`src/cfm_map.svh`:
```
// constants for the bus fault and mode controller
`ifndef CFM_MAP_SVH
`define CFM_MAP_SVH
`define CFM_CLK_MHZ 25
`define CFM_CYC(us) ((us) * `CFM_CLK_MHZ)
`define CFM_DOM_TMO_US 2000
`define CFM_RST_US 1000
`define CFM_UV_LIMIT_US 100000
`define CFM_AWAIT_US 75000
`define CFM_CMP_FILT_US 30
`define CFM_LOW_FAIL_US 100
`define CFM_LOW_REC_US 100
`define CFM_WAKE_FILT_US 10
`define CFM_FAIL_W 8
`define CFM_CNT_W 12
`define CFM_DOM_W 16
`define CFM_TMR_W 22
`define CFM_F1 0
`define CFM_F2 1
`define CFM_F3 2
`define CFM_F4 3
`define CFM_F5 4
`define CFM_F6 5
`define CFM_F7 6
`define CFM_F8 7
`define CFM_LP_DET_MASK 8'hcc
`define CFM_ALL_DET_MASK 8'hff
`define CFM_IRQ_SUPPLY 0
`define CFM_IRQ_FAULT 1
`define CFM_IRQ_WAKE 2
`define CFM_IRQ_W 3
`endif

```
`src/cfm_pkg.sv`:
```
// types for the bus fault and mode controller
package cfm_pkg;
	typedef enum logic [2:0] {
		CHIP_RESET, CHIP_AWAIT, CHIP_NORMAL, CHIP_STANDBY, CHIP_SLEEP
	} cfm_chip_type;
	typedef enum logic [1:0] {
		FULL_DUPLEX_BUS_MODE, LISTEN_ONLY_MODE, BUS_LOW_POWER_MODE
	} cfm_xcvr_type;
	typedef enum logic [1:0] {CMD_NORMAL, CMD_STANDBY, CMD_SLEEP} cfm_cmd_type;
	typedef struct packed {
		logic       bat_over;
		logic       bat_under;
		logic       periph_uv;
		logic       overtemp;
		logic       core_uv;
		logic       tx_dom;
		logic       canh_dom;
		logic       canl_dom;
		logic       diff_dom;
		logic       diff_below_rec;
		logic [7:0] fail_raw;
	} cfm_pins_type;
	typedef struct packed {
		logic drv_h_en;
		logic drv_l_en;
		logic high_term_gnd_switch;
		logic low_term_periph_switch;
		logic low_term_batt_switch;
		logic rx_enable;
	} cfm_bus_ctl_type;
	typedef struct packed {
		logic supply_high_flag;
		logic supply_loss_flag;
	} cfm_supply_status_type;
	typedef struct packed {
		cfm_supply_status_type supply;
		logic [7:0]            fault;
		logic [1:0]            wake;
	} cfm_evt_type;
endpackage

```
`src/cfm_evt_buf.sv`:
```
// two-entry event buffer with valid and ready on both sides
`timescale 1ns/1ns
module cfm_evt_buf #(
	parameter int W     = 12,
	parameter int DEPTH = 2
)(
	input  wire logic         i_clk_sys,
	input  wire logic         i_rst,
	input  wire logic         i_in_valid,
	output logic              o_in_ready,
	input  wire logic [W-1:0] i_in_data,
	output logic              o_out_valid,
	input  wire logic         i_out_ready,
	output logic [W-1:0]      o_out_data
);
	localparam int AW = (DEPTH > 1) ? $clog2(DEPTH) : 1;
	logic [W-1:0]  mem_reg [DEPTH];
	logic [W-1:0]  mem_next [DEPTH];
	logic [AW-1:0] wr_reg, wr_next, rd_reg, rd_next;
	logic [AW:0]   cnt_reg, cnt_next;
	logic          push, pop;

	function automatic logic [AW-1:0] fn_inc(input logic [AW-1:0] p);
		fn_inc = (p == AW'(DEPTH - 1)) ? '0 : p + AW'(1);
	endfunction

	assign o_in_ready  = (cnt_reg != (AW+1)'(DEPTH));
	assign o_out_valid = (cnt_reg != '0);
	assign o_out_data  = mem_reg[rd_reg];
	assign push        = i_in_valid & o_in_ready;
	assign pop         = o_out_valid & i_out_ready;

	always_comb begin
		mem_next = mem_reg;
		wr_next  = wr_reg;
		rd_next  = rd_reg;
		cnt_next = cnt_reg;
		if (push) begin
			mem_next[wr_reg] = i_in_data;
			wr_next          = fn_inc(wr_reg);
		end
		if (pop) begin
			rd_next = fn_inc(rd_reg);
		end
		if (push && !pop) begin
			cnt_next = cnt_reg + (AW+1)'(1);
		end else if (pop && !push) begin
			cnt_next = cnt_reg - (AW+1)'(1);
		end
	end

	always_ff @(posedge i_clk_sys or posedge i_rst) begin
		if (i_rst) begin
			for (int i = 0; i < DEPTH; i++) begin
				mem_reg[i] <= '0;
			end
			wr_reg  <= '0;
			rd_reg  <= '0;
			cnt_reg <= '0;
		end else begin
			mem_reg <= mem_next;
			wr_reg  <= wr_next;
			rd_reg  <= rd_next;
			cnt_reg <= cnt_next;
		end
	end
endmodule // cfm_evt_buf

```
`src/cfm_ctrl.sv`:
```
// bus transceiver fault handling and chip mode control
// Notes on behaviour
// - battery above overvoltage level sets supply-high flag and maskable interrupt, nothing else
// - transceiver mode is full duplex, listen-only or low power, chosen by host
// - listen-only: transmitter off, receiver on, rx dominant if tx or bus dominant
// - detector runs in active modes, classifies eight wire failures, picks transmission mode
// - failures 3 and 6 switch to single wire after filter, recover after filter
// - failures 4 and 7 drop low driver after timeout, recover after recessive time
// - per failure: none for 1,2,5; high side off 3,8; low side off 4,6,7
// - each failure sets own flag, cleared only when recovered and read
// - transmit dominant past timeout disables bus drivers
// - low power: drivers and receivers off, low termination to battery, partial detection
// - low power is left only by host command, never by the device itself
// - filtered bus dominance records wake source, then interrupt or leave sleep
// - after power up chip awaits configuration with transceiver in low power
// - peripheral supply undervoltage forces transceiver to low power
// - overtemperature disables only the transmitter stages
// - reset mode at power up or watchdog fault, held minimum time, then await
// - core undervoltage beyond limit: sleep or stay in reset, by build parameter
// - await mode waits for host data, sleeps on timeout after reset release
// - watchdog timing word first activates watchdog, then other writes are accepted
// - await mode keeps peripheral supply and transmitter off
// - battery below undervoltage level sets supply-loss flag and maskable interrupt
// - after peripheral supply loss mode stays low power until host rewrites it
`timescale 1ns/1ns
`include "cfm_map.svh"
module cfm_ctrl
	import cfm_pkg::*;
#(
	parameter int DOM_TMO_CYC      = `CFM_CYC(`CFM_DOM_TMO_US),
	parameter int RST_CYC          = `CFM_CYC(`CFM_RST_US),
	parameter int UV_LIMIT_CYC     = `CFM_CYC(`CFM_UV_LIMIT_US),
	parameter int AWAIT_CYC        = `CFM_CYC(`CFM_AWAIT_US),
	parameter bit SLEEP_ON_CORE_UV = 1'b1
)(
	input  wire logic                i_clk_sys,
	input  wire logic                i_rst,
	input  wire cfm_pins_type        i_pins,
	input  wire logic                i_wd_word_wr,
	input  wire logic                i_wd_bad,
	input  wire logic                i_chip_cmd_wr,
	input  wire cfm_cmd_type         i_chip_cmd,
	input  wire logic                i_xcvr_wr,
	input  wire cfm_xcvr_type        i_xcvr_mode,
	input  wire logic                i_supply_rd,
	input  wire logic                i_fault_rd,
	input  wire logic                i_wake_rd,
	input  wire logic [2:0]          i_irq_mask,
	input  wire logic                i_evt_ready,
	output cfm_bus_ctl_type          o_bus_ctl,
	output logic                     o_rx_n,
	output cfm_supply_status_type    o_supply_status_reg,
	output logic [3:0]               o_bus_fault_status_hi,
	output logic [3:0]               o_bus_fault_status_lo,
	output logic [1:0]               o_wake_source_status,
	output logic                     o_irq_out_n,
	output cfm_chip_type             o_chip_mode,
	output cfm_xcvr_type             o_xcvr_mode,
	output logic                     o_periph_supply_en,
	output logic                     o_wd_active,
	output logic                     o_evt_valid,
	output cfm_evt_type              o_evt_data
);
	cfm_pins_type          pins_s1_reg, p;
	cfm_chip_type          chip_reg, chip_next;
	logic [`CFM_TMR_W-1:0] tmr_reg, tmr_next;
	logic                  wd_reg, wd_next;
	cfm_xcvr_type          xmode_reg, xmode_next, eff;
	logic [7:0]            fact_reg, fact_next, det_en;
	logic [`CFM_CNT_W-1:0] fcnt_reg [8];
	logic [`CFM_CNT_W-1:0] fcnt_next [8];
	logic [`CFM_DOM_W-1:0] dcnt_reg, dcnt_next;
	logic                  tmo_reg, tmo_next;
	logic [`CFM_CNT_W-1:0] wcnt_reg [2];
	logic [`CFM_CNT_W-1:0] wcnt_next [2];
	logic [1:0]            wake_hit;
	cfm_supply_status_type sup_reg, sup_next;
	logic [7:0]            fault_reg, fault_next;
	logic [1:0]            wake_reg, wake_next;
	logic                  irq_n_reg, irq_n_next;
	logic                  pend_reg, pend_next, buf_ready, new_evt;
	cfm_evt_type           pdata_reg, pdata_next;
	cfm_bus_ctl_type       ctl_reg, ctl_next;
	logic                  rx_n_reg, rx_n_next, bus_dom, tx_ok;

	function automatic logic fn_low_fail(input int i);
		fn_low_fail = (i == `CFM_F4) || (i == `CFM_F7);
	endfunction

	function automatic logic [`CFM_CNT_W-1:0] fn_thr(input int i, input logic act);
		if (fn_low_fail(i)) begin
			fn_thr = act ? `CFM_CNT_W'(`CFM_CYC(`CFM_LOW_REC_US) - 1)
			             : `CFM_CNT_W'(`CFM_CYC(`CFM_LOW_FAIL_US) - 1);
		end else begin
			fn_thr = `CFM_CNT_W'(`CFM_CYC(`CFM_CMP_FILT_US) - 1);
		end
	endfunction

	// pins cross into the clock domain
	always_ff @(posedge i_clk_sys or posedge i_rst) begin
		if (i_rst) begin
			pins_s1_reg <= '0;
			p           <= '0;
		end else begin
			pins_s1_reg <= i_pins;
			p           <= pins_s1_reg;
		end
	end

	// chip mode sequencing
	always_comb begin
		chip_next  = chip_reg;
		wd_next    = wd_reg;
		xmode_next = xmode_reg;
		tmr_next   = (tmr_reg == '1) ? tmr_reg : tmr_reg + `CFM_TMR_W'(1);
		case (chip_reg)
			CHIP_RESET: begin
				wd_next = 1'b0;
				if (!p.core_uv && tmr_reg >= `CFM_TMR_W'(RST_CYC - 1)) begin
					chip_next = CHIP_AWAIT;
					tmr_next  = '0;
				end else if (p.core_uv && SLEEP_ON_CORE_UV &&
				             tmr_reg >= `CFM_TMR_W'(UV_LIMIT_CYC - 1)) begin
					chip_next = CHIP_SLEEP;
				end
			end
			CHIP_AWAIT: begin
				if (p.core_uv) begin
					chip_next = CHIP_RESET;
					tmr_next  = '0;
				end else if (i_wd_word_wr) begin
					wd_next   = 1'b1;
					chip_next = CHIP_NORMAL;
				end else if (tmr_reg >= `CFM_TMR_W'(AWAIT_CYC - 1)) begin
					chip_next = CHIP_SLEEP;
				end
			end
			CHIP_NORMAL, CHIP_STANDBY: begin
				if (i_wd_bad || p.core_uv) begin
					chip_next = CHIP_RESET;
					tmr_next  = '0;
				end else if (i_chip_cmd_wr) begin
					case (i_chip_cmd)
						CMD_NORMAL:  chip_next = CHIP_NORMAL;
						CMD_STANDBY: chip_next = CHIP_STANDBY;
						CMD_SLEEP:   chip_next = CHIP_SLEEP;
						default:     chip_next = chip_reg;
					endcase
				end
			end
			CHIP_SLEEP: begin
				wd_next = 1'b0;
				if (|wake_hit) begin
					chip_next = CHIP_AWAIT;
					tmr_next  = '0;
				end
			end
			default: chip_next = CHIP_RESET;
		endcase
		// host write sets mode only in normal mode with watchdog active
		if (i_xcvr_wr && wd_reg && chip_reg == CHIP_NORMAL) begin
			xmode_next = i_xcvr_mode;
		end
		// stays low power after supply loss
		if (p.periph_uv || chip_next != CHIP_NORMAL) begin
			xmode_next = BUS_LOW_POWER_MODE;
		end
	end

	always_ff @(posedge i_clk_sys or posedge i_rst) begin
		if (i_rst) begin
			chip_reg  <= CHIP_RESET;
			tmr_reg   <= '0;
			wd_reg    <= 1'b0;
			xmode_reg <= BUS_LOW_POWER_MODE;
		end else begin
			chip_reg  <= chip_next;
			tmr_reg   <= tmr_next;
			wd_reg    <= wd_next;
			xmode_reg <= xmode_next;
		end
	end

	assign eff = (chip_reg == CHIP_NORMAL && !p.periph_uv) ? xmode_reg
	             : BUS_LOW_POWER_MODE;
	assign det_en = (eff == BUS_LOW_POWER_MODE) ? `CFM_LP_DET_MASK : `CFM_ALL_DET_MASK;

	always_comb begin
		fact_next = fact_reg;
		fcnt_next = fcnt_reg;
		for (int i = 0; i < `CFM_FAIL_W; i++) begin
			if (!det_en[i]) begin
				fact_next[i] = 1'b0;
				fcnt_next[i] = '0;
			end else if (!fact_reg[i] ? p.fail_raw[i]
			             : (fn_low_fail(i) ? p.diff_below_rec : !p.fail_raw[i])) begin
				if (fcnt_reg[i] >= fn_thr(i, fact_reg[i])) begin
					fact_next[i] = !fact_reg[i];
					fcnt_next[i] = '0;
				end else begin
					fcnt_next[i] = fcnt_reg[i] + `CFM_CNT_W'(1);
				end
			end else begin
				fcnt_next[i] = '0;
			end
		end
	end

	always_comb begin
		dcnt_next = '0;
		tmo_next  = tmo_reg & p.tx_dom;
		if (p.tx_dom && !tmo_reg) begin
			if (dcnt_reg >= `CFM_DOM_W'(DOM_TMO_CYC - 1)) begin
				tmo_next = 1'b1;
			end else begin
				dcnt_next = dcnt_reg + `CFM_DOM_W'(1);
			end
		end
	end

	always_comb begin
		for (int i = 0; i < 2; i++) begin
			wcnt_next[i] = '0;
			wake_hit[i]  = 1'b0;
			if (eff == BUS_LOW_POWER_MODE && (i == 0 ? p.canh_dom : p.canl_dom)) begin
				if (wcnt_reg[i] >= `CFM_CNT_W'(`CFM_CYC(`CFM_WAKE_FILT_US) - 1)) begin
					wcnt_next[i] = wcnt_reg[i];
					wake_hit[i]  = (wcnt_reg[i] ==
					                `CFM_CNT_W'(`CFM_CYC(`CFM_WAKE_FILT_US) - 1));
					if (wake_hit[i]) begin
						wcnt_next[i] = wcnt_reg[i] + `CFM_CNT_W'(1);
					end
				end else begin
					wcnt_next[i] = wcnt_reg[i] + `CFM_CNT_W'(1);
				end
			end
		end
	end

	always_ff @(posedge i_clk_sys or posedge i_rst) begin
		if (i_rst) begin
			fact_reg <= '0;
			for (int i = 0; i < `CFM_FAIL_W; i++) begin
				fcnt_reg[i] <= '0;
			end
			dcnt_reg    <= '0;
			tmo_reg     <= 1'b0;
			wcnt_reg[0] <= '0;
			wcnt_reg[1] <= '0;
		end else begin
			fact_reg <= fact_next;
			fcnt_reg <= fcnt_next;
			dcnt_reg <= dcnt_next;
			tmo_reg  <= tmo_next;
			wcnt_reg <= wcnt_next;
		end
	end

	// status flags, events and interrupt
	always_comb begin
		sup_next.supply_high_flag = p.bat_over |
		                            (sup_reg.supply_high_flag & ~i_supply_rd);
		sup_next.supply_loss_flag = p.bat_under |
		                            (sup_reg.supply_loss_flag & ~i_supply_rd);
		fault_next = fact_reg | (fault_reg & ~{`CFM_FAIL_W{i_fault_rd}});
		wake_next  = wake_hit | (wake_reg & ~{2{i_wake_rd}});
		new_evt    = |(sup_next & ~sup_reg) | |(fault_next & ~fault_reg) |
		             |(wake_next & ~wake_reg);
		pend_next  = pend_reg;
		pdata_next = pdata_reg;
		if (new_evt) begin
			pend_next  = 1'b1;
			pdata_next = {sup_next, fault_next, wake_next};
		end else if (buf_ready) begin
			pend_next = 1'b0;
		end
		irq_n_next = ~(|({|wake_reg, |fault_reg, |sup_reg} & i_irq_mask));
	end

	always_ff @(posedge i_clk_sys or posedge i_rst) begin
		if (i_rst) begin
			sup_reg   <= '0;
			fault_reg <= '0;
			wake_reg  <= '0;
			pend_reg  <= 1'b0;
			pdata_reg <= '0;
			irq_n_reg <= 1'b1;
		end else begin
			sup_reg   <= sup_next;
			fault_reg <= fault_next;
			wake_reg  <= wake_next;
			pend_reg  <= pend_next;
			pdata_reg <= pdata_next;
			irq_n_reg <= irq_n_next;
		end
	end

	cfm_evt_buf #(
		.W     ($bits(cfm_evt_type)),
		.DEPTH (2)
	) u_evt_buf (
		.i_clk_sys   (i_clk_sys),
		.i_rst       (i_rst),
		.i_in_valid  (pend_reg),
		.o_in_ready  (buf_ready),
		.i_in_data   (pdata_reg),
		.o_out_valid (o_evt_valid),
		.i_out_ready (i_evt_ready),
		.o_out_data  (o_evt_data)
	);

	// driver, switch and receive selection
	always_comb begin
		tx_ok = (eff == FULL_DUPLEX_BUS_MODE) && !tmo_reg && !p.overtemp;
		ctl_next.drv_h_en = tx_ok && !fact_reg[`CFM_F3] && !fact_reg[`CFM_F8];
		ctl_next.drv_l_en = tx_ok && !fact_reg[`CFM_F4] && !fact_reg[`CFM_F6] &&
		                    !fact_reg[`CFM_F7];
		ctl_next.high_term_gnd_switch = !fact_reg[`CFM_F3] && !fact_reg[`CFM_F8];
		ctl_next.low_term_periph_switch = (eff != BUS_LOW_POWER_MODE) &&
		                                  ctl_next.drv_l_en | (eff != BUS_LOW_POWER_MODE &&
		                                  !fact_reg[`CFM_F4] && !fact_reg[`CFM_F6] &&
		                                  !fact_reg[`CFM_F7]);
		ctl_next.low_term_batt_switch = (eff == BUS_LOW_POWER_MODE) &&
		                                !fact_reg[`CFM_F4] && !fact_reg[`CFM_F6] &&
		                                !fact_reg[`CFM_F7];
		ctl_next.rx_enable = (eff != BUS_LOW_POWER_MODE);
		if (fact_reg[`CFM_F4] || fact_reg[`CFM_F6] || fact_reg[`CFM_F7]) begin
			bus_dom = p.canh_dom;
		end else if (fact_reg[`CFM_F3] || fact_reg[`CFM_F8]) begin
			bus_dom = p.canl_dom;
		end else begin
			bus_dom = p.diff_dom;
		end
		case (eff)
			FULL_DUPLEX_BUS_MODE: rx_n_next = !bus_dom;
			LISTEN_ONLY_MODE:     rx_n_next = !(bus_dom || p.tx_dom);
			default:              rx_n_next = 1'b1;
		endcase
	end

	always_ff @(posedge i_clk_sys or posedge i_rst) begin
		if (i_rst) begin
			ctl_reg  <= '0;
			rx_n_reg <= 1'b1;
		end else begin
			ctl_reg  <= ctl_next;
			rx_n_reg <= rx_n_next;
		end
	end

	assign o_bus_ctl             = ctl_reg;
	assign o_rx_n                = rx_n_reg;
	assign o_supply_status_reg   = sup_reg;
	assign o_bus_fault_status_hi = fault_reg[7:4];
	assign o_bus_fault_status_lo = fault_reg[3:0];
	assign o_wake_source_status  = wake_reg;
	assign o_irq_out_n           = irq_n_reg;
	assign o_chip_mode           = chip_reg;
	assign o_xcvr_mode           = eff;
	assign o_periph_supply_en    = (chip_reg == CHIP_NORMAL);
	assign o_wd_active           = wd_reg;
endmodule // cfm_ctrl

```
`config.mk`:
```
export PLATFORM = sky130hd
export DESIGN_NAME = cfm_ctrl
export DESIGN_NICKNAME = d
export VERILOG_FILES = /design/src/cfm_pkg.sv /design/src/cfm_evt_buf.sv /design/src/cfm_ctrl.sv
export VERILOG_INCLUDE_DIRS = /design/src /design/src/src
export SDC_FILE = /design/constraint.sdc
export NUM_CORES = 1
export LEC_CHECK = 0
export BUFFER_PORTS_ARGS = -buffer_cell sky130_fd_sc_hd__buf_2
export CAP_MARGIN = 10
export CELL_PAD_IN_SITES_DETAIL_PLACEMENT = 2
export CELL_PAD_IN_SITES_GLOBAL_PLACEMENT = 2
export CORE_UTILIZATION = 44
export CTS_CLUSTER_SIZE = 14
export DETAILED_ROUTE_END_ITERATION = 8
export HOLD_SLACK_MARGIN = 0.03
export PLACE_DENSITY_LB_ADDON = 0.1
export SKIP_CTS_REPAIR_TIMING = 1
export SYNTH_ARGS = -nofsm -noshare
export SYNTH_HDL_FRONTEND = slang
export SYNTH_SLANG_ARGS = --single-unit
export TNS_END_PERCENT = 1
```
`constraint.sdc`:
```
create_clock -name i_clk_sys -period 13.2 [get_ports i_clk_sys]
set_input_delay 0.66 -clock i_clk_sys [delete_from_list [all_inputs] [get_ports i_clk_sys]]
set_output_delay 0.66 -clock i_clk_sys [all_outputs]
set_load 0.02 [all_outputs]
```
==> flow_metrics.py <==
metrics = {
    "status": {
        "outcome": "complete, no violations",
    },
    "cts": {
        "cts.reportedPaths.clkPinSlew_ns": 0.07,
        "cts.sinks": 270,
        "clk_latency_ns": 0.57,
        "cts_buffers": 30,
        "tritoncts": "yes",
        "cts.path.max_buffers": 3,
        "clk_root_buffer_cell": "clkbuf_16",
        "h-tree-depth": 1,
    },
    "worst_hold_path": {
        "holdCritPathClass": "in -> reg",
    },
    "logic_synthesis": {
        "synth_edf_count": 0,
        "synthesis.area_um2": 11930,
        "synthCells": 1089,
        "synth.top_cells.by_area": "dfrtp_1 56%, nor2_1 5.0%, xor2_1 3.9%, mux2_2 3.9%, xnor2_1 3.7%",
        "yosys.area.top_type_share_pct": 55.99,
        "synth_largest_area_cell": "dfrtp_1",
        "async_set_or_reset_flop_fraction_in_the_synthesized_netlist_pct": 100.0,
        "yosysWarningCount": 0,
        "synthDistinctLibCells": 56,
        "seq_area_frac_synth_pct": 56.65,
        "synth.ff_latch_count": 270,
        "yosys_most_used_dff": "dfrtp_1",
        "syn_avg_cell_area_um2": 10.96,
    },
    "routing": {
        "drt-vias-per-instance": 5.483,
        "drt-wirelength-per-cell_um": 20.59,
        "postRouteWirelength_mm": 31.71,
        "postRouteAntennaNets": 0,
        "initialDrtViolationCount": 406,
        "first_pass_iters": 4,
        "via_count": 8444,
        "drt_drc_violations_left": 0,
    },
    "critical_path": {
        "start_kind": "flip-flop",
        "worst_ep_arrival_time_ns": 3.46,
        "path_class": "reg -> reg",
        "worstPathRequired_ns": 13.66,
        "critical_path_peak_fanout": 14,
        "worstSetupStartpoint": "o_chip_mode[0]$_DFF_PP0_",
        "reg2reg_from": "o_chip_mode[0]$_DFF_PP0_",
        "r2r_cells": 6,
        "crit_path_end_kind": "flip-flop",
        "worstSetupEndpoint": "fcnt_reg[25]$_DFF_PP0_",
        "regToRegSetupSlack_ns": 10.20,
        "r2r-end": "fcnt_reg[25]$_DFF_PP0_",
    },
    "timing": {
        "final_critical_path_time_including_i_o_delays_and_setup_ns": 3.004,
        "final.setup.worst_slack_ns": 10.20,
        "final_hold_viol_count": 0,
        "total_setup_violations_reported_at_the_end_of_the_flow": 0,
        "timing.max_slew.rel_slack_pct": 34.68,
        "clock_skew_ns": 0.02220,
        "totalNegativeSetupSlack_ns": 0,
        "grt_setup_unrepaired": "no",
        "final_min_period_over_clock_period_pct": 22.76,
        "worst-slew-pin-transition_ns": 0.9798,
        "max_freq_mhz": 332.9,
        "maxSlewViolCount": 0,
    },
    "die": {
        "die_w_um": 166.7,
        "die_h_um": 166.7,
        "pin_count": 75,
        "start_util_pct": 45.28,
        "design.core.area_um2": 26350,
        "fp.dieArea_um2": 27790,
        "placement_rows": 59,
    },
    "power": {
        "ir_drop_worst_vdd_mv": 0.1078,
        "power.density_cell_area_nw_per_um2": 139.7,
        "power.static_leakage_nw": 6.206,
    },
    "layout": {
        "nets": 1245,
        "postLayoutCellArea_um2": 13610,
        "layout-drive-gt1-share_pct": 15.35,
        "largest_register_ff_count": 96,
        "antenna_cells_inserted": 0,
        "layout_fillers": 2675,
        "postLayoutCoreUtil_pct": 51.65,
        "syn2layout_area_growth_pct": 14.07,
    },
    "global_routing": {
        "gr-usage-all-layers_pct": 23.68,
        "grt_start_max_net_pins": 135,
        "first_global_vias": 9696,
        "grt_first_pass_wirelength_mm": 52.46,
        "grt_remaining_overflow": 0,
        "number_of_antenna_violations_at_the_first_check_in_global_routing": 1,
    },
    "placed_design": {
        "io_buffer_count": 74,
        "detailed_place_hpwl_mm": 20.61,
        "dpl-instance-area_um2": 12670,
        "place_ws_ns": 10.17,
        "routabilityCongestion": 0.7624,
    },
    "flow_run": {
        "drv_cap": 0,
    },
}
-- power breakdown --
part	total, W	internal, W	switching [W]	leakage (nW)
Combinational	0.000197	0.0000854	0.000111	2.20
Sequential	0.000910	0.000868	0.0000420	3.54
Clock	0.000795	0.000453	0.000341	0.464
Total	0.00190	0.00141	0.000495	6.21
-- how the worst min path moves through the flow --
stage,start,endpoint,cells past startpoint
final,i_pins[4],pins_s1_reg[4]$_DFF_PP0_,1
after global routing,i_pins[16],pins_s1_reg[16]$_DFF_PP0_,1
after CTS,i_pins[4],pins_s1_reg[4]$_DFF_PP0_,1
after detailed placement,pins_s1_reg[17]$_DFF_PP0_,p[17]$_DFF_PP0_,0
after global placement,pins_s1_reg[13]$_DFF_PP0_,p[13]$_DFF_PP0_,0
after floorplan,pins_s1_reg[0]$_DFF_PP0_,p[0]$_DFF_PP0_,0
-- area by class of cell --
| type | instances | area [µm²] | share of cell area [%] |
|---|---|---|---|
| clock inverter | 9 | 56.30 | 0.4136 |
| inverter | 53 | 206.4 | 1.517 |
| timing repair buffer | 79 | 411.6 | 3.024 |
| sequential | 270 | 6760 | 49.66 |
| multi-input combinational | 747 | 4885 | 35.88 |
| clock buffer | 47 | 874.6 | 6.425 |
| tap | 335 | 419.2 | 3.079 |
-- per-stage QoR --
step                      total power [W]  hold slack (ns)  std cells
after floorplan                  0.001047           0.3312       1100
after global routing             0.001973           0.1690       1540
after detailed placement         0.001112           0.3385       1483
final                            0.001901           0.1927       1540
after CTS                        0.001926           0.1669       1539
after global placement           0.001098           0.3325       1483
-- cells by family after synthesis --
family,share of synthesized area (%)
and+or+nand+nor,16.98
DFF,56.65
AOI/OAI and AO/OA,7.339
xor gates and xnor gates,7.559
buffers and inverters,2.768
muxes,5.630
adders and majority gates,3.040
other,0.03142
-- placed cells by master (no fill, tap or decap), types with 8 or more instances in the layout --
master and instances:
a21o_1 11, or3_1 8, a211oi_1 14, nand2b_1 18, mux2_4 8, nor3_1 24, nor2_1 160, inv_1 52
xnor2_1 50, a21oi_1 26, ha_1 29, clkbuf_1 11, mux2i_1 9, a31oi_1 16, and3_1 31, buf_2 74
nand3_1 46, nor4_1 12, clkinv_2 8, nand4_1 24, dfrtp_1 267, nand2_1 56, xor2_1 53, o21ai_0 21
nor2b_1 8, mux2_2 41, clkbuf_16 30, conb_1 12, or4_1 9
-- synth_stat cells (all sizes together) (8+ instances only) --
cell    count
xnor2      50
clkbuf     23
nand4      24
or4         9
nand2b     18
or3         8
and3       31
a31oi      16
nor2      160
inv        53
mux2i       9
nor3       24
a21oi      26
o21ai      21
nand2      56
mux2       49
nor2b       8
dfrtp     267
a21o       11
nor4       12
nand3      46
xor2       53
ha         29
a211oi     14
-- critical path, cell delays in order, from the launching register on --
cell,delay (ns)
dfrtp_1,0.46
nor4b_1,0.62
nand2_1,0.42
inv_1,0.48
nand2_1,0.10
a2111o_1,0.58
nor2_1,0.25
-- layer usage --
| metal | share of wire, % | routed length [µm] | track usage (%) |
|---|---|---|---|
| met4 | 2.1 | 680 | 6.200 |
| met1 | 44 | 13930 | 30.14 |
| met2 | 51 | 16240 | 42.14 |
| met3 | 2.7 | 859 | 3.446 |
| met5 | 0 | 0 | 0 |
No activity file was read; power rests on OpenSTA's default activity.
